## config.mk

```make
export PLATFORM = sky130hd
export DESIGN_NAME = rfam_map
export DESIGN_NICKNAME = d
export VERILOG_FILES = /design/src/design/rfam_pkg.sv /design/src/design/rfam_map.sv
export VERILOG_INCLUDE_DIRS = /design/src /design/src/design
export SDC_FILE = /design/constraint.sdc
export NUM_CORES = 1
export LEC_CHECK = 0
export BUFFER_PORTS_ARGS = -buffer_cell sky130_fd_sc_hd__buf_2
export CELL_PAD_IN_SITES_DETAIL_PLACEMENT = 1
export CELL_PAD_IN_SITES_GLOBAL_PLACEMENT = 2
export CORE_UTILIZATION = 32
export CTS_CLUSTER_SIZE = 10
export DETAILED_ROUTE_END_ITERATION = 10
export GPL_ROUTABILITY_DRIVEN = 0
export PLACE_DENSITY = 0.8
export SLEW_MARGIN = 20
export SYNTH_ARGS = -nofsm -noshare
export SYNTH_HDL_FRONTEND = slang
export SYNTH_SLANG_ARGS = --single-unit
export TNS_END_PERCENT = 50
```

## constraint.sdc

```tcl
create_clock -name clk -period 3.5 [get_ports clk]
set_input_delay 0.175 -clock clk [delete_from_list [all_inputs] [get_ports clk]]
set_output_delay 0.175 -clock clk [all_outputs]
set_load 0.05 [all_outputs]
```

## src/design/rfam_regs.svh

```systemverilog
// Purpose: constants for the register file address map block
// Assumes: 8-bit register bus, 16-bit program address bus
// Notes:   offsets, reset values and field positions
`ifndef RFAM_REGS_SVH
`define RFAM_REGS_SVH
`define RFAM_PM_VEC_TOP      16'h00ff
`define RFAM_PM_RESET_ADDR   16'h0100
`define RFAM_PM_OPT_FIRST    16'h003c
`define RFAM_PM_OPT_LO       16'h003e
`define RFAM_PM_OPT_HI       16'h003f
`define RFAM_RF_SET_BASE     8'hc0
`define RFAM_RF_SYS_BASE     8'hd0
`define RFAM_RF_BANK_BASE    8'he0
`define RFAM_RF_PAGE_SEL     8'hdf
`define RFAM_RF_SLICE0       8'hd6
`define RFAM_RF_SLICE1       8'hd7
`define RFAM_PAGE_SEL_RST    8'h00
`define RFAM_SLICE0_RST      8'hc0
`define RFAM_SLICE1_RST      8'hc8
`define RFAM_OPT_RST         16'hffff
`define RFAM_OPT_CELL_RST    8'hff
`define RFAM_SLICE_HI        7
`define RFAM_SLICE_LO        3
`define RFAM_SET2_PAGES      8
`endif

```

## src/design/rfam_pkg.sv

```systemverilog
// Purpose: types for the register file address map block
// Assumes: nothing beyond the constants header
// Notes:   mode and target encodings are shared with the bench
package rfam_pkg;
  typedef enum logic [1:0] {
    RFAM_MODE_DIRECT   = 2'h0,
    RFAM_MODE_WORKING  = 2'h1,
    RFAM_MODE_INDIRECT = 2'h2,
    RFAM_MODE_INDEXED  = 2'h3
  } rfam_mode_e;
  typedef enum logic [3:0] {
    RFAM_TGT_PRIME = 4'h1,
    RFAM_TGT_SET1  = 4'h2,
    RFAM_TGT_SET2  = 4'h4,
    RFAM_TGT_NONE  = 4'h8
  } rfam_tgt_e;
  typedef enum logic [1:0] {
    RFAM_ST_BOOT = 2'h1,
    RFAM_ST_RUN  = 2'h2
  } rfam_st_e;
endpackage

```

## src/design/rfam_map.sv

```systemverilog
// Purpose: program memory and register file address decode with page,
//          bank and slice pointer state
// Assumes: cpu core on same clock; one register access per cycle
// Notes:   decode results are registered, so they follow the request by one cycle
// Operation
// - program memory addressed on 16 bits; register file on separate 8-bit bus
// - 0000-00ff hold vectors; unused cells besides options stay normal memory
// - after reset fetch starts at program address 0100
// - start-up options come from 003e and 003f; 003c/003d unused (code still flags 003c/003d in pm_opt_hit and stores writes to them)
// - program writes to option cells change bytes, not active options
// - set 1 e0-ff duplicated as bank 0 and bank 1, chosen by instructions
// - reset selects bank 0
// - page select at df: low nibble source, high nibble destination, reset zero
// - c0-ff is set 1 for direct mode, set 2 for indirect or indexed
// - set 2 exists on pages 0 through 7
// - prime area 00-bf reachable in every mode, paged by page select
// - slice is eight bytes sharing top five bits; two pointers form block
// - working register addressing never reaches set 2
// - reset points slices at c0-c7 and c8-cf
// - common area c0-cf reachable only by working register addressing
// - system registers at d0-df in lower half of set 1
// - working number top bit picks pointer; pointer top five plus low three
// - slice pointers mapped at d6 and d7 in set 1
// - register pair starts even; even holds msb, odd holds lsb
`timescale 1ns/1ps
`include "rfam_regs.svh"
module rfam_map
  import rfam_pkg::*;
#(
  parameter int PM_AW = 16
) (
  input  wire logic             clk,
  input  wire logic             rst_n,
  input  wire logic [PM_AW-1:0] pm_addr,
  input  wire logic             pm_wr,
  input  wire logic [7:0]       pm_wdata,
  input  wire logic             pm_fetch_next,
  input  wire logic             rf_req,
  input  wire logic             rf_wr,
  input  wire logic [7:0]       rf_addr,
  input  wire logic [1:0]       rf_mode,
  input  wire logic [3:0]       rf_wnum,
  input  wire logic             rf_pair,
  input  wire logic [7:0]       rf_wdata,
  input  wire logic             choose_bank_zero_instr,
  input  wire logic             choose_bank_one_instr,
  output logic [PM_AW-1:0]      pm_fetch_addr,
  output logic                  pm_vec_area,
  output logic                  pm_opt_hit,
  output logic [15:0]           startup_options,
  output logic [10:0]           rf_phys_addr,
  output logic [3:0]            rf_target,
  output logic                  rf_illegal,
  output logic                  rf_pair_lsb_next,
  output logic [7:0]            rf_rdata,
  output logic                  bank_sel,
  output logic [7:0]            register_page_select,
  output logic [7:0]            first_slice_pointer,
  output logic [7:0]            second_slice_pointer
);

  // storage for the option cells so writes land but do not steer start-up
  logic [7:0]       opt_cell_ff [0:3];
  logic [15:0]      opt_live_ff;
  logic [PM_AW-1:0] pc_ff;
  logic             bank_ff;
  logic [7:0]       page_ff;
  logic [7:0]       rp0_ff;
  logic [7:0]       rp1_ff;
  logic [10:0]      phys_ff;
  logic [3:0]       tgt_ff;
  logic             ill_ff;
  logic             pair_ff;
  logic [7:0]       rdata_ff;
  logic             vec_ff;
  logic             opth_ff;
  rfam_st_e         st_ff;
  rfam_st_e         nxt_st;
  logic [PM_AW-1:0] nxt_pc;
  logic [15:0]      nxt_opt_live;
  logic             nxt_bank;
  logic [7:0]       nxt_page;
  logic [7:0]       nxt_rp0;
  logic [7:0]       nxt_rp1;
  logic [10:0]      nxt_phys;
  logic [3:0]       nxt_tgt;
  logic             nxt_ill;
  logic             nxt_pair;
  logic [7:0]       nxt_rdata;
  logic             nxt_vec;
  logic             nxt_opth;

  function automatic logic [7:0] rfam_wr_addr(input logic [3:0] num,
                                              input logic [7:0] p0,
                                              input logic [7:0] p1);
    logic [7:0] p;
    p = num[3] ? p1 : p0;
    rfam_wr_addr = {p[`RFAM_SLICE_HI:`RFAM_SLICE_LO], num[2:0]};
  endfunction

  function automatic logic in_upper(input logic [7:0] a);
    in_upper = (a >= `RFAM_RF_SET_BASE);
  endfunction

  wire [PM_AW-1:0] pm_a     = pm_addr;
  wire             vec_hit  = (pm_a <= PM_AW'(`RFAM_PM_VEC_TOP));
  wire             opt_rng  = (pm_a >= PM_AW'(`RFAM_PM_OPT_FIRST)) &&
                              (pm_a <= PM_AW'(`RFAM_PM_OPT_HI));
  wire [1:0]       opt_idx  = pm_a[1:0];
  wire [PM_AW-1:0] opt_hi_a = PM_AW'(`RFAM_PM_OPT_HI);
  wire [PM_AW-1:0] opt_lo_a = PM_AW'(`RFAM_PM_OPT_LO);

  // mode class arrives with every access
  wire             is_work  = (rf_mode == RFAM_MODE_WORKING);
  wire             is_dir   = (rf_mode == RFAM_MODE_DIRECT);
  wire             is_ind   = (rf_mode == RFAM_MODE_INDIRECT) ||
                              (rf_mode == RFAM_MODE_INDEXED);
  wire [7:0]       eff_a    = is_work ? rfam_wr_addr(rf_wnum, rp0_ff, rp1_ff) : rf_addr;
  wire             upper    = in_upper(eff_a);
  // common area only through working registers
  wire             common   = (eff_a < `RFAM_RF_SYS_BASE) && upper;
  wire             ill_com  = common && is_dir;
  // set steering; working mode forced to set 1
  wire             to_set2  = upper && is_ind;
  // source page for reads, destination page for writes
  wire [3:0]       page_use = rf_wr ? page_ff[7:4] : page_ff[3:0];
  // set 2 only on pages 0..7
  wire             ill_s2   = to_set2 && (page_use >= 4'(`RFAM_SET2_PAGES));
  // bank applies in e0-ff of set 1
  wire             banked   = upper && !to_set2 && (eff_a >= `RFAM_RF_BANK_BASE);
  wire [10:0]      phys     = !upper  ? {page_use[2:0], eff_a} :
                              to_set2 ? {page_use[2:0], eff_a} :
                              {2'h0, banked & bank_ff, eff_a};
  wire [3:0]       tgt      = (ill_com || ill_s2) ? RFAM_TGT_NONE :
                              !upper ? RFAM_TGT_PRIME :
                              to_set2 ? RFAM_TGT_SET2 : RFAM_TGT_SET1;
  wire             sys_acc  = rf_req && upper && !to_set2 && !is_ind;
  wire             wr_pp    = sys_acc && rf_wr && (eff_a == `RFAM_RF_PAGE_SEL);
  wire             wr_rp0   = sys_acc && rf_wr && (eff_a == `RFAM_RF_SLICE0);
  wire             wr_rp1   = sys_acc && rf_wr && (eff_a == `RFAM_RF_SLICE1);
  wire [7:0]       rd_val   = (eff_a == `RFAM_RF_PAGE_SEL) ? page_ff :
                              (eff_a == `RFAM_RF_SLICE0)   ? rp0_ff  :
                              (eff_a == `RFAM_RF_SLICE1)   ? rp1_ff  : 8'h00;
  // pair starts even, lsb follows at odd
  wire             pair_ok  = rf_pair && !eff_a[0];

  // fetch pointer holds still in the boot cycle
  assign nxt_pc       = (st_ff == RFAM_ST_RUN && pm_fetch_next) ? pc_ff + PM_AW'(1) : pc_ff;
  // live options follow the cells only in the boot cycle
  assign nxt_opt_live = (st_ff == RFAM_ST_BOOT) ?
                        {opt_cell_ff[opt_hi_a[1:0]], opt_cell_ff[opt_lo_a[1:0]]} :
                        opt_live_ff;
  // bank one wins when both pulses arrive together
  assign nxt_bank     = choose_bank_one_instr  ? 1'b1 :
                        choose_bank_zero_instr ? 1'b0 : bank_ff;
  assign nxt_page     = wr_pp  ? rf_wdata : page_ff;
  assign nxt_rp0      = wr_rp0 ? rf_wdata : rp0_ff;
  assign nxt_rp1      = wr_rp1 ? rf_wdata : rp1_ff;
  // address holds between requests so a slow reader still sees the last one
  assign nxt_phys     = rf_req ? phys : phys_ff;
  assign nxt_tgt      = rf_req ? tgt : RFAM_TGT_NONE;
  assign nxt_ill      = rf_req && (ill_com || ill_s2);
  assign nxt_pair     = rf_req && pair_ok;
  assign nxt_rdata    = (sys_acc && !rf_wr) ? rd_val : 8'h00;
  assign nxt_vec      = vec_hit;
  assign nxt_opth     = opt_rng;

  // one cycle after reset the fetch pointer is parked at the reset address
  always_comb begin
    nxt_st = st_ff;
    case (st_ff)
      RFAM_ST_BOOT: nxt_st = RFAM_ST_RUN;
      RFAM_ST_RUN:  nxt_st = RFAM_ST_RUN;
      default:      nxt_st = RFAM_ST_BOOT;
    endcase
  end

  always_ff @(posedge clk) begin
    if (!rst_n) begin
      st_ff <= RFAM_ST_BOOT;
    end else begin
      st_ff <= nxt_st;
    end
  end

  always_ff @(posedge clk) begin
    if (!rst_n) begin
      pc_ff <= PM_AW'(`RFAM_PM_RESET_ADDR);
    end else begin
      pc_ff <= nxt_pc;
    end
  end

  // cell writes stored; live options latched only at reset release
  always_ff @(posedge clk) begin
    if (!rst_n) begin
      for (int i = 0; i < 4; i++) begin
        opt_cell_ff[i] <= `RFAM_OPT_CELL_RST;
      end
    end else if (pm_wr && opt_rng) begin
      opt_cell_ff[opt_idx] <= pm_wdata;
    end
  end

  always_ff @(posedge clk) begin
    if (!rst_n) begin
      opt_live_ff <= `RFAM_OPT_RST;
    end else begin
      opt_live_ff <= nxt_opt_live;
    end
  end

  always_ff @(posedge clk) begin
    if (!rst_n) begin
      bank_ff <= 1'b0;
    end else begin
      bank_ff <= nxt_bank;
    end
  end

  always_ff @(posedge clk) begin
    if (!rst_n) begin
      page_ff <= `RFAM_PAGE_SEL_RST;
    end else begin
      page_ff <= nxt_page;
    end
  end

  always_ff @(posedge clk) begin
    if (!rst_n) begin
      rp0_ff <= `RFAM_SLICE0_RST;
    end else begin
      rp0_ff <= nxt_rp0;
    end
  end

  always_ff @(posedge clk) begin
    if (!rst_n) begin
      rp1_ff <= `RFAM_SLICE1_RST;
    end else begin
      rp1_ff <= nxt_rp1;
    end
  end

  always_ff @(posedge clk) begin
    if (!rst_n) begin
      phys_ff <= 11'h000;
    end else begin
      phys_ff <= nxt_phys;
    end
  end

  always_ff @(posedge clk) begin
    if (!rst_n) begin
      tgt_ff <= RFAM_TGT_NONE;
    end else begin
      tgt_ff <= nxt_tgt;
    end
  end

  always_ff @(posedge clk) begin
    if (!rst_n) begin
      ill_ff <= 1'b0;
    end else begin
      ill_ff <= nxt_ill;
    end
  end

  always_ff @(posedge clk) begin
    if (!rst_n) begin
      pair_ff <= 1'b0;
    end else begin
      pair_ff <= nxt_pair;
    end
  end

  always_ff @(posedge clk) begin
    if (!rst_n) begin
      rdata_ff <= 8'h00;
    end else begin
      rdata_ff <= nxt_rdata;
    end
  end

  always_ff @(posedge clk) begin
    if (!rst_n) begin
      vec_ff <= 1'b0;
    end else begin
      vec_ff <= nxt_vec;
    end
  end

  always_ff @(posedge clk) begin
    if (!rst_n) begin
      opth_ff <= 1'b0;
    end else begin
      opth_ff <= nxt_opth;
    end
  end

  assign pm_fetch_addr        = pc_ff;
  assign pm_vec_area          = vec_ff;
  assign pm_opt_hit           = opth_ff;
  assign startup_options      = opt_live_ff;
  assign rf_phys_addr         = phys_ff;
  assign rf_target            = tgt_ff;
  assign rf_illegal           = ill_ff;
  assign rf_pair_lsb_next     = pair_ff;
  assign rf_rdata             = rdata_ff;
  assign bank_sel             = bank_ff;
  assign register_page_select = page_ff;
  assign first_slice_pointer  = rp0_ff;
  assign second_slice_pointer = rp1_ff;

endmodule

```

# ---- Word-level counts from Yosys, hierarchy flattened
# Memories as Yosys holds them, arrays and structs flattened. A register that Yosys moved wholly into a read port is not among the register bits.
# Cells that the tools add are included.
dict set report classes {
  add_sub_neg 1
  magnitude_cmp 7
  eq_ne 8
  mux 20
  bitwise 4
  n_reduce_logical 35
}
# op n
set ops {}
lappend ops {{$mux 8} 6}
lappend ops {{$eq 8x8->1 const B} 3}
lappend ops {{$mux 11} 2}
lappend ops {{$logic_and 1x1->1} 20}
lappend ops {{$add 16x1->16 const B} 1}
lappend ops {{$ge 16x6->1 const B} 1}
lappend ops {{$ge 8x8->1 const B} 2}
lappend ops {{$le 16x6->1 const B} 1}
lappend ops {{$le 16x8->1 const B} 1}
lappend ops {{$lt 8x8->1 const B} 1}
lappend ops {{$mux 1} 8}
lappend ops {{$reduce_or 8->1} 1}
lappend ops {{$eq 2x2->1 const B} 3}
lappend ops {{$logic_not 1->1} 6}
lappend ops {{$eq 2x1->1 const B} 2}
lappend ops {{$ge 4x4->1 const B} 1}
lappend ops {{$mux 2} 2}
lappend ops {{$mux 4} 1}
lappend ops {{$reduce_or 4->1} 1}
lappend ops {{$mux 3} 1}
lappend ops {{$not 1->1} 3}
lappend ops {{$reduce_or 3->1} 1}
lappend ops {{$logic_not 2->1} 1}
lappend ops {{$logic_or 1x1->1} 2}
lappend ops {{4 further kinds} 4}
dict set report totals {
  reg_bits 70
  mem_bits_rw 32
  input_bits 55
  out_inout_bits 84
  word_cells 90
  n_memories 1
}
# name words width read_ports rd_clocked_by_memory_dff wr line
set mem_list {}
lappend mem_list {opt_cell_ff 4 8 2 2 4 rfam_map.sv:63} ;# logic [7:0] opt_cell_ff [0:3];

# ---- Longest topological paths before layout
# Gate-level depths: netlist of the first run.
dict set report logic_depth {
  depth_word 10
  ltp_mapped 8
  ltp_nobuf 7
}

# ---- Least setup slack after synthesis of the first run
# No wires, ideal clock.
dict set report synth_path {
  path_kind {register to register}
  startpoint {reg rp1_ff[6] (netlist: second_slice_pointer[6])}
  endpoint {reg rp1_ff[6] (netlist: second_slice_pointer[6])}
  setup_time_ps 121
  arrival_ps 2204
  required_time_ps 3379
  setup_slack_ps 1175
  stages_incl_launch_ff 8
  n_path_buf 2
  period_less_slack_ps 2325
  cell_sequence {dfxtp_1 -> mux2_2 -> mux2i_1 -> or4_1 -> buf_2 -> or3_1 -> buf_6 -> mux2i_1}
}
dict set report synth_via {
  elab_chain_cells 9
  elab_cells_between_ends 11
  cone_classes {order compare: 1; eq/ne: 1; mux: 2; reduce/logical: 7}
}
# element line
set synth_rtl {}
lappend synth_rtl {{start: declaration} rfam_map.sv:69} ;# logic [7:0] rp1_ff;
lappend synth_rtl {{start signal: assignment} rfam_map.sv:239} ;# rp1_ff <= `RFAM_SLICE1_RST;
lappend synth_rtl {{start signal: assignment} rfam_map.sv:241} ;# rp1_ff <= nxt_rp1;
lappend synth_rtl {{$mux 8 (*)} rfam_map.sv:97} ;# p = num[3] ? p1 : p0;
lappend synth_rtl {{$mux 8 (*)} rfam_map.sv:118} ;# wire [7:0] eff_a = is_work ? rfam_wr_addr(rf_wnum, rp0_ff, rp1_ff) : rf_addr;
lappend synth_rtl {{$ge 8x8->1 (no source line)} -}
lappend synth_rtl {{$logic_and 1x1->1} rfam_map.sv:124} ;# wire to_set2 = upper && is_ind;
lappend synth_rtl {{$logic_not 1->1} rfam_map.sv:137} ;# wire sys_acc = rf_req && upper && !to_set2 && !is_ind;
lappend synth_rtl {{$logic_and 1x1->1 (2 in series)} rfam_map.sv:137}
lappend synth_rtl {{$logic_and 1x1->1} rfam_map.sv:140} ;# wire wr_rp1 = sys_acc && rf_wr && (eff_a == `RFAM_RF_SLICE1);
lappend synth_rtl {{$logic_and 1x1->1 (*)} rfam_map.sv:140}
# Every way passes the cells marked *; elsewhere a longest branch is shown, timed or not.
# A chain may end at the register's enable or synchronous reset.

# ---- Worst setup path in the final report of the first run
dict set report layout_path {
  startpoint {reg rp1_ff[5] (netlist: second_slice_pointer[5])}
  endpoint {reg rdata_ff[4] (netlist: rf_rdata[4])}
}
dict set report layout_via {
  elab_chain_cells 9
  elab_cells_between_ends 16
  cone_classes {order compare: 1; eq/ne: 3; mux: 5; reduce/logical: 7}
}
# element line
set layout_rtl {}
lappend layout_rtl {{$mux 8 (*)} rfam_map.sv:97}
lappend layout_rtl {{$mux 8 (*)} rfam_map.sv:118}
lappend layout_rtl {{$ge 8x8->1 (no source line)} -}
lappend layout_rtl {{$logic_and 1x1->1} rfam_map.sv:124}
lappend layout_rtl {{$logic_not 1->1} rfam_map.sv:137}
lappend layout_rtl {{$logic_and 1x1->1 (2 in series)} rfam_map.sv:137}
lappend layout_rtl {{$logic_and 1x1->1} rfam_map.sv:164} ;# assign nxt_rdata = (sys_acc && !rf_wr) ? rd_val : 8'h00;
lappend layout_rtl {{$reduce_and 2->1 (no source line)} -}
lappend layout_rtl {{end signal: assignment} rfam_map.sv:281} ;# rdata_ff <= nxt_rdata;
lappend layout_rtl {{end: declaration} rfam_map.sv:74} ;# logic [7:0] rdata_ff;
# Marks and branches as above.

==> implementation parameters, run 1 <==
Parameter                              Value

Clock network
  H-tree depth reported by CTS    3
  Library cell used as clock root buffer    clkbuf_16
  Later-pin clock latency in the skew report    0.34 ns
  CTS Hold Bufs    0
  CTS tree    yes
  Number of instances resized during post-cts repair    0
  Number of setup buffers added after CTS    0
  CTS clk-pin slew, worst paths    0.07 ns
  Number of clock sinks seen by CTS    102
  Num CTS Buffers    9
  Worst-case clock buffer depth    2

Finish
  Diode count    0
  Relative area change from synthesis to final layout    26.48%
  Count of fill cells added during filler insertion    1529
  Final Net Count    618
  Ratio of cells with drive above 1 in the final layout    29.56%

Synthesis
  Avg Inst Size Synth    9.922 µm²
  Post-Synthesis Cell Area    4267 µm²
  Leading cell types by count after synthesis    dfxtp_1 (86), nand2_1 (63), mux2i_1 (51)
  Synth unique cells    44
  Dominant register cell in the synthesized netlist    dfxtp_1
  Total number of yosys warnings    0
  Number of nets produced by synthesis    488
  Most common cell in the netlist    dfxtp_1
  Post-synthesis cell count    430
  Async set-or-reset flop fraction in the synthesized netlist    0%
  Portion of synthesized cell area occupied by the leading cell type    40.35%
  Leading post-synthesis cells by cell area    dfxtp_1 (40%), mux2i_1 (12%), edfxtp_1 (11%)
  Register area share after synthesis    51.61%
  Number of enable flip-flop cells after synthesis    16
  Cell taking the most area after synthesis    dfxtp_1
  FF+latch count, synth    102

STA
  Relative slew margins    30.07%
  Post-route setup TNS    0 ns
  Final Hold Fails    0
  Worst hold margin    0.03869 ns
  Setup repair after global routing missed its margin    no
  Setup violation total in the final timing report    0
  Clock Skew    0.004628 ns
  Total count of max-transition violations in the final report    0
  Crit share post-route    75.08%
  Post-route minimum period    2.628 ns
  Pin slew with the least headroom to its limit    1.049 ns
  Smallest setup slack after layout    0.8720 ns
  Highest Clock Rate    0.3805 GHz

Critical path
  Sequence of cells on the critical path    mux2i_1 -> and4_1 -> o221ai_1 -> or4b_1 -> o211a_1
  Crit. End Element    flip-flop
  Data arrival time of the worst path    2.86 ns
  Worst EP required    3.73 ns
  Slowest cell on the critical path    or4b_1
  Largest incremental delay on the critical path    0.82 ns
  Critical path class    reg -> reg
  Maximum fanout count along the critical path    13
  Crit path launch type    flip-flop

Placement
  Post-DP HPWL    9.170 mm
  Number of buffers inserted by port buffering    138
  Placement-stage worst setup slack    0.8698 ns

Detailed routing
  Post-DRT Antenna Nets    0
  Sum of routed wire length over all layers    12.13 mm
  Routed vias/inst    4.862
  Via total after detailed routing    3583
  Count of routing violations after the opening detailed-route iteration    234
  Total DRC errors in the routed layout    0
  First-pass iteration count of the detailed router    4
  Average wire per cell in the routed design    16.46 µm

Global routing
  Number of global-route vias before repair    3694
  Total routing usage reported by global routing    18.05%
  Maximum number of pins on one net before global-route repair    35
  Overall overflow remaining after global route    0
  Global-route wire length before repair    19.60 mm
  Antenna violations before repair    0

Power and ir drop
  Peak supply drop    0.2207 mV
  Pwr dens    540.7 nW/µm²
  Leakage    0.002431 µW

Floorplanning
  Initial cell density of the core    33.27%
  Core footprint    12820 µm²
  Die X-Extent    117.5 µm
  I/O pin count    139
  Floorplan die area    13800 µm²
  Vertical die dimension    117.5 µm
  Total number of placement rows    41

Run
  Number of max-capacitance violations reported    0

Outcome
  Run status    finished clean

Worst hold path
  Classification of the worst-slack hold path    in -> reg
-- worst max-delay path: cells and delay by family, from the launching register on --
family           cells  cell delay (ns)
AO/OA/AOI/OAI        2             0.77
multiplexers         1             0.31
flip-flops           1             0.34
AND/OR/NAND/NOR      2             1.09
-- placed cells by master, fill, tap and decap left out, types with 5 or more instances in the layout --
cell type	Yosys	final
o21ai_0	5	5
nand2_1	63	63
buf_4	1	5
edfxtp_1	16	16
xor2_1	7	7
nand4_1	5	5
nor3_1	5	5
inv_1	19	19
o211a_1	9	9
nand3_1	6	6
xnor2_1	6	6
mux2i_1	51	51
nor4_1	6	6
dfxtp_1	86	86
clkbuf_16	0	9
nand2b_1	10	10
o32ai_1	8	8
nor2_1	43	43
or3_1	12	12
mux2_2	8	8
a21oi_1	8	8
buf_2	4	138
-- worst paths after layout --
check                           from            endpoint  slack [ns]  cells after the start
min            choose_bank_one_instr            bank_sel        0.04                      3
min reg2reg       startup_options[9]  startup_options[9]        0.47                      2
max reg2reg  second_slice_pointer[5]         rf_rdata[4]        0.87                      5
max          second_slice_pointer[5]         rf_rdata[4]        0.87                      5
-- kinds of logic (layout without fill, tap and decap cells) --
logic type	after synthesis	count (layout)	share of synthesized area, %
DFF	102	102	51.61
muxes	59	59	14.08
and+or+nand+nor	171	171	19.65
xor gates and xnor gates	13	13	2.669
buffers and inverters	43	178	4.164
adders and majority gates	3	3	0.8799
AOI/OAI and AO/OA	39	39	6.950
-- flip-flops by register name, indices dropped and copies added, names as in the netlist, 4 cells and up --
| name | count |
|---|---|
| opt_cell_ff | 16 |
| startup_options | 16 |
| first_slice_pointer | 8 |
| rf_phys_addr | 11 |
| rf_rdata | 8 |
| second_slice_pointer | 8 |
| rf_target | 4 |
| register_page_select | 8 |
| pm_fetch_addr | 16 |
-- routing by layer --
metal	up-vias	global-route usage [%]	share of wire, %
met2	101	28.77	46
met1	1716	24.10	47
met4	0	7.853	2.1
met5	-	0	0
li1	1751	-	-
met3	15	2.907	4.2
-- area by class of cell --
type / count / area [µm²] / share of cell area [%]
sequential: 102 / 2202 / 40.81
multi-input combinational: 285 / 1887 / 34.96
timing repair buffer: 143 / 728.2 / 13.49
clock buffer: 11 / 232.7 / 4.313
tap: 172 / 215.2 / 3.988
inverter: 19 / 71.32 / 1.322
clock inverter: 5 / 60.06 / 1.113
-- report_power, final --
part	leakage (µW)	internal (µW)	switching, µW	total [µW]
sequential	0.000861	1270	42.5	1310
combinational	0.00143	190	424	614
clock	0.000140	556	434	990
total	0.00243	2020	900	2920
-- metrics by stage --
step,cell area [µm²],utilization [%],std cells,power (µW)
after global placement,5104,39.80,721,1944
after CTS,5396,42.08,737,2956
final,5396,42.08,737,2918
after floorplan,4267,-,430,1795
after detailed placement,5104,39.80,721,1961
after global routing,5396,42.08,737,3060
(Power assumes the default switching activity.)
==> run 2: changes to the inputs <==
CORE_UTILIZATION = 30   (was 32)
PLACE_DENSITY = 0.76   (was 0.8)
clock period = 2.6 ns   (was 3.5 ns; I/O delays follow)
==> run 2 against run 1 <==
Net effect:
- clock skew increased by 0.0020 ns
- flip-flop and latch count unchanged
- register-to-register slack got worse by 0.53 ns
- sequential share of layout area decreased by 0.88 points
- first-iteration DRC count decreased by 38%
- critical path depth increased by 1
- worst hold slack improved by 0.012 ns
- global-route usage decreased by 1.4 points
- combinational power increased by 36%
==> implementation parameters, run 2 (synthesis results as in run 1) <==
Parameter                              Value

Detailed routing
  Routed vias/inst    4.789
  Via total after detailed routing    3625
  First-pass iteration count of the detailed router    4
  Post-DRT Antenna Nets    0
  Total DRC errors in the routed layout    0
  Count of routing violations after the opening detailed-route iteration    145
  Average wire per cell in the routed design    15.55 µm
  Sum of routed wire length over all layers    11.77 mm

Clock network
  Library cell used as clock root buffer    clkbuf_16
  Worst-case clock buffer depth    2
  CTS clk-pin slew, worst paths    0.07 ns
  Later-pin clock latency in the skew report    0.35 ns
  Number of clock sinks seen by CTS    102
  Number of setup buffers added after CTS    0
  H-tree depth reported by CTS    3
  Num CTS Buffers    9
  CTS tree    yes

Finish
  Count of fill cells added during filler insertion    1605
  Final standard cell count with taps included and fillers excluded    757
  Ratio of cells with drive above 1 in the final layout    30.85%
  Relative area change from synthesis to final layout    29.27%
  Top library cells by usage in the layout, fill and taps aside    buf_2 (138), dfxtp_1 (86), nand2_1 (63)
  Diode count    0
  Final Net Count    630
  Final cell area excluding filler cells    5515 µm²
  Most common cell after layout, fill and taps aside    buf_2

Floorplanning
  Vertical die dimension    121.3 µm
  Die X-Extent    121.3 µm
  Core footprint    13880 µm²
  Floorplan die area    14700 µm²
  Initial cell density of the core    30.74%
  Total number of placement rows    43
  I/O pin count    139

Placement
  Number of buffers inserted by port buffering    138
  Placement Cell Area    5181 µm²
  Cell Count Post-Placement    738
  Post-DP HPWL    8.815 mm
  Placement-stage worst setup slack    0.2354 ns

STA
  Setup violation total in the final timing report    0
  Pin slew with the least headroom to its limit    0.9043 ns
  Highest Clock Rate    0.4438 GHz
  Final Hold Fails    0
  Post-route setup TNS    0 ns
  Setup repair after global routing missed its margin    no
  Total count of max-transition violations in the final report    0
  Clock Skew    0.006608 ns
  Smallest setup slack after layout    0.3468 ns
  Crit share post-route    86.66%
  Relative slew margins    39.31%
  Post-route minimum period    2.253 ns

Outcome
  Run status    finished clean

Critical path
  Worst EP required    2.82 ns
  Slowest cell on the critical path    or3_1
  Critical path class    reg -> reg
  Crit. End Element    flip-flop
  Crit path launch type    flip-flop
  Cell with the most instances on the worst path    mux2i_1
  Largest incremental delay on the critical path    0.56 ns
  Sequence of cells on the critical path    mux2i_1 -> and4_1 -> o221ai_1 -> buf_4 -> or3_1 -> mux2i_1
  Total buffers and inverters traversed by the critical path    1
  Setup slack of the most critical reg-to-reg path    0.35 ns
  Maximum fanout count along the critical path    12
  Data arrival time of the worst path    2.47 ns
  Cell type group with the largest total delay on the critical path    simple AND/OR/NAND/NOR gates

Power and ir drop
  Peak supply drop    0.3892 mV
  Leakage    0.002497 µW
  Pwr dens    722.5 nW/µm²

Global routing
  Number of global-route vias before repair    3672
  Overall overflow remaining after global route    0
  Antenna violations before repair    0
  Total routing usage reported by global routing    16.65%
  Maximum number of pins on one net before global-route repair    52
  Global-route wire length before repair    18.71 mm

Run
  Number of max-capacitance violations reported    0

Worst hold path
  Classification of the worst-slack hold path    in -> reg
run 2: cell count changes in the layout (fill, tap and decap cells not counted), sizes merged:
cell         before  now
buf             143  152
clkbuf           11    9
clkinvlp          1    0
dlygate4sd3       0    3
inv              19   22
run 2: path summary, 6_finish.rpt:
kind                            from                       to  cells after the start
min                       pm_addr[2]               pm_opt_hit                      2
min reg2reg        opt_cell_ff[3][0]       startup_options[8]                      2
max          second_slice_pointer[5]  second_slice_pointer[5]                      6
max reg2reg  second_slice_pointer[5]  second_slice_pointer[5]                      6
run 2: where the power goes:
| part | switching, µW | internal [µW] | leakage (µW) |
|---|---|---|---|
| Clock | 624 | 759 | 0.000151 |
| Combinational | 574 | 264 | 0.00148 |
| Sequential | 54.2 | 1710 | 0.000861 |
run 2: layout make-up:
cell class	instances	area [µm²]	area share, %
multi-input combinational	285	1887	34.21
clock inverter	7	78.83	1.429
timing repair buffer	155	825.8	14.97
sequential	102	2202	39.93
tap	180	225.2	4.083
clock buffer	9	225.2	4.083
inverter	19	71.32	1.293
run 2: timing repair:
action                                  CTS  global route
hold buffers                              3             0
endpoints found under the setup margin    0             0
gates resized for setup                   0             0
endpoints found under the hold margin     3             0
run 2: metal layers:
layer  wire length (µm)  track usage (%)  vias up
met1               5524            21.34     1729
met2               5355            26.64      104
met5                  0                0        -
met3                571            2.961       21
met4                321            8.719        0
li1                   -                -     1771
run 2: per-stage QoR:
step                      hold slack (ns)  utilization (%)  power, µW
final                             0.05036            39.73       3985
after CTS                         0.03353            39.73       4054
after global placement             0.3420            37.33       2627
after global routing              0.04667            39.73       4176
after floorplan                    0.2474                -       2416
after detailed placement           0.3450            37.33       2649
==> run 3: changes to the inputs <==
ABC_AREA = 1   (was not set)
CAP_MARGIN = 30   (was not set)
CORE_UTILIZATION = 25   (was 30)
PLACE_DENSITY = 0.69   (was 0.76)
==> run 3 against run 2 <==
Net effect:
- setup slack better by 0.25 ns
- die area is 33% higher
- clock-buffer cell count stayed put
- register-to-register slack better by 0.25 ns
- sequential power is 4% higher
==> implementation parameters, run 3 <==
Parameter                              Value

STA
  Setup repair after global routing missed its margin    no
  Clock Skew    0.005333 ns
  Crit share post-route    77.12%
  Total count of max-transition violations in the final report    0
  Final Hold Fails    0
  Relative slew margins    61.04%
  Smallest setup slack after layout    0.5948 ns
  Post-route minimum period    2.005 ns
  Pin slew with the least headroom to its limit    0.5823 ns
  Highest Clock Rate    0.4987 GHz
  Post-route setup TNS    0 ns
  Setup violation total in the final timing report    0

Clock network
  Worst-case clock buffer depth    2
  Number of clock sinks seen by CTS    102
  CTS tree    yes
  Later-pin clock latency in the skew report    0.35 ns
  Library cell used as clock root buffer    clkbuf_16
  Num CTS Buffers    9
  CTS clk-pin slew, worst paths    0.08 ns
  Number of instances resized during post-cts repair    0
  H-tree depth reported by CTS    3

Detailed routing
  Via total after detailed routing    4616
  Average wire per cell in the routed design    14.84 µm
  Post-DRT Antenna Nets    0
  Routed vias/inst    4.548
  Sum of routed wire length over all layers    15.07 mm
  Total DRC errors in the routed layout    0
  Count of routing violations after the opening detailed-route iteration    165
  First-pass iteration count of the detailed router    4

Critical path
  Reg2reg start    st_ff[0]
  Critical path class    reg -> reg
  Data arrival time of the worst path    2.26 ns
  Crit Reg-Reg Endpoint    pm_fetch_addr[12]
  Crit path launch type    flip-flop
  Crit. End Element    flip-flop
  Setup slack of the most critical reg-to-reg path    0.59 ns
  Cell depth of the worst flop-to-flop path    11
  Maximum fanout count along the critical path    4
  Worst EP required    2.85 ns

Global routing
  Number of global-route vias before repair    4738
  Global-route wire length before repair    24.15 mm
  Overall overflow remaining after global route    0
  Maximum number of pins on one net before global-route repair    42
  Antenna violations before repair    0
  Total routing usage reported by global routing    15.87%

Floorplanning
  Core footprint    18270 µm²
  I/O pin count    139
  Total number of placement rows    49
  Vertical die dimension    139.7 µm
  Initial cell density of the core    25.93%
  Floorplan die area    19500 µm²
  Die X-Extent    139.7 µm

Placement
  Number of buffers inserted by port buffering    138
  Cell Count Post-Placement    997
  Placement-stage worst setup slack    0.3590 ns
  Post-DP HPWL    11.83 mm

Synthesis
  Portion of synthesized cell area occupied by the leading cell type    36.34%
  Synth unique cells    33
  Post-synthesis cell count    645
  Post-Synthesis Cell Area    4737 µm²
  Total number of yosys warnings    0
  Leading cell types by count after synthesis    nand2_1 (158), nand3_1 (97), dfxtp_1 (86)
  Most common cell in the netlist    nand2_1
  Async set-or-reset flop fraction in the synthesized netlist    0%
  Number of nets produced by synthesis    703
  FF+latch count, synth    102
  Dominant register cell in the synthesized netlist    dfxtp_1
  Avg Inst Size Synth    7.344 µm²
  Leading post-synthesis cells by cell area    dfxtp_1 (36%), nand2_1 (13%), nand3_1 (10%)
  Register area share after synthesis    46.49%
  Cell taking the most area after synthesis    dfxtp_1
  Number of enable flip-flop cells after synthesis    16

Worst hold path
  Beginning of the worst hold path    pm_wdata[1]
  Hold Path End    opt_cell_ff[3][1]
  Classification of the worst-slack hold path    in -> reg
  Min-Delay Path Depth    3

Finish
  Final standard cell count with taps included and fillers excluded    1015
  Register area    2202 µm²
  Top library cells by usage in the layout, fill and taps aside    nand2_1 (158), buf_2 (138), nand3_1 (97)
  Relative area change from synthesis to final layout    25.65%
  Count of fill cells added during filler insertion    2296
  Combined area of the multi-input logic cells    2088 µm²
  Diode count    0
  Most common cell after layout, fill and taps aside    nand2_1
  Ratio of cells with drive above 1 in the final layout    25.32%
  Final Net Count    839

Run
  Number of max-capacitance violations reported    0

Power and ir drop
  Peak supply drop    0.3020 mV
  Leakage    0.002951 µW
  Pwr dens    723.8 nW/µm²

Outcome
  Run status    finished clean
## run 3: cell types whose count changed in the layout (fill, tap and decap cells not counted), sizes merged, moves of 10 or more
cell    delta
nand2b    -10
inv       +69
nand3     +92
or3       -12
o21ai     +14
nor2      +48
nand2    +113
mux2i     -51
## run 3: routing by layer
metal  share of wire (%)  global-route usage, %  vias up
li1                    -                      -     2318
met1                  44                  18.58     2176
met2                  48                  28.11      107
met3                 5.4                  3.716       15
met4                 1.9                  5.842        0
met5                   0                      0        -
## run 3: area by class of cell
cell class | count | share of cell area, %
Clock buffer | 9 | 3.784
Clock inverter | 7 | 1.072
Inverter | 88 | 5.550
Multi-Input combinational cell | 434 | 35.09
Sequential cell | 102 | 37.00
Tap cell | 229 | 4.814
Timing Repair Buffer | 146 | 12.70
## run 3: kinds of logic (layout without fill, tap and decap cells)
kind of cell / after synthesis / count (layout) / synth area share, %
AOI/OAI and AO/OA: 43 / 43 / 4.913
and+or+nand+nor: 387 / 387 / 38.19
DFF: 102 / 102 / 46.49
xor gates and xnor gates: 1 / 1 / 0.1849
buffers and inverters: 109 / 250 / 9.429
adders and majority gates: 3 / 3 / 0.7925
## run 3: through the flow
stage                     cell area (µm²)  hold slack (ns)  power [µW]  utilization [%]
final                                5952          0.03962        4308            32.58
after global routing                 5952          0.05230        4543            32.58
after CTS                            5952          0.02603        4382            32.58
after detailed placement             5643           0.3470        2997            30.89
after global placement               5643           0.3363        2974            30.89
after floorplan                      4737           0.2507        2681                -
## run 3: where the power goes
part,internal (µW),leakage [µW],switching (µW)
Combinational,263,0.00195,850
Sequential,1750,0.000863,79.6
Clock,675,0.000137,688
## run 3: how the worst max path moves through the flow
stage | startpoint | to | slack, ns
after floorplan | pm_fetch_addr[1] | pm_fetch_addr[12] | 0.58
after global placement | rf_mode[0] | register_page_select[2] | 0.46
after detailed placement | rf_mode[0] | register_page_select[2] | 0.36
after CTS | st_ff[0] | pm_fetch_addr[12] | 0.53
after global routing | st_ff[0] | pm_fetch_addr[12] | 0.40
final | st_ff[0] | pm_fetch_addr[12] | 0.59
## run 3: timing repair
action                                  4_1_cts  5_1_grt
hold buffers                                  2        0
setup buffers                                 0        0
endpoints found under the setup margin        0        0
hold endpoints to repair                      2        0
## run 3: critical path, cell delays in order (launching register included)
cell     delay, ns
dfxtp_1       0.31
inv_1         0.05
ha_1          0.15
nand2_1       0.10
nor2_1        0.20
nand2_1       0.08
nor2_1        0.24
nand2_1       0.13
nor2_1        0.27
nand3_1       0.13
o21ai_0       0.18
nor2_1        0.05
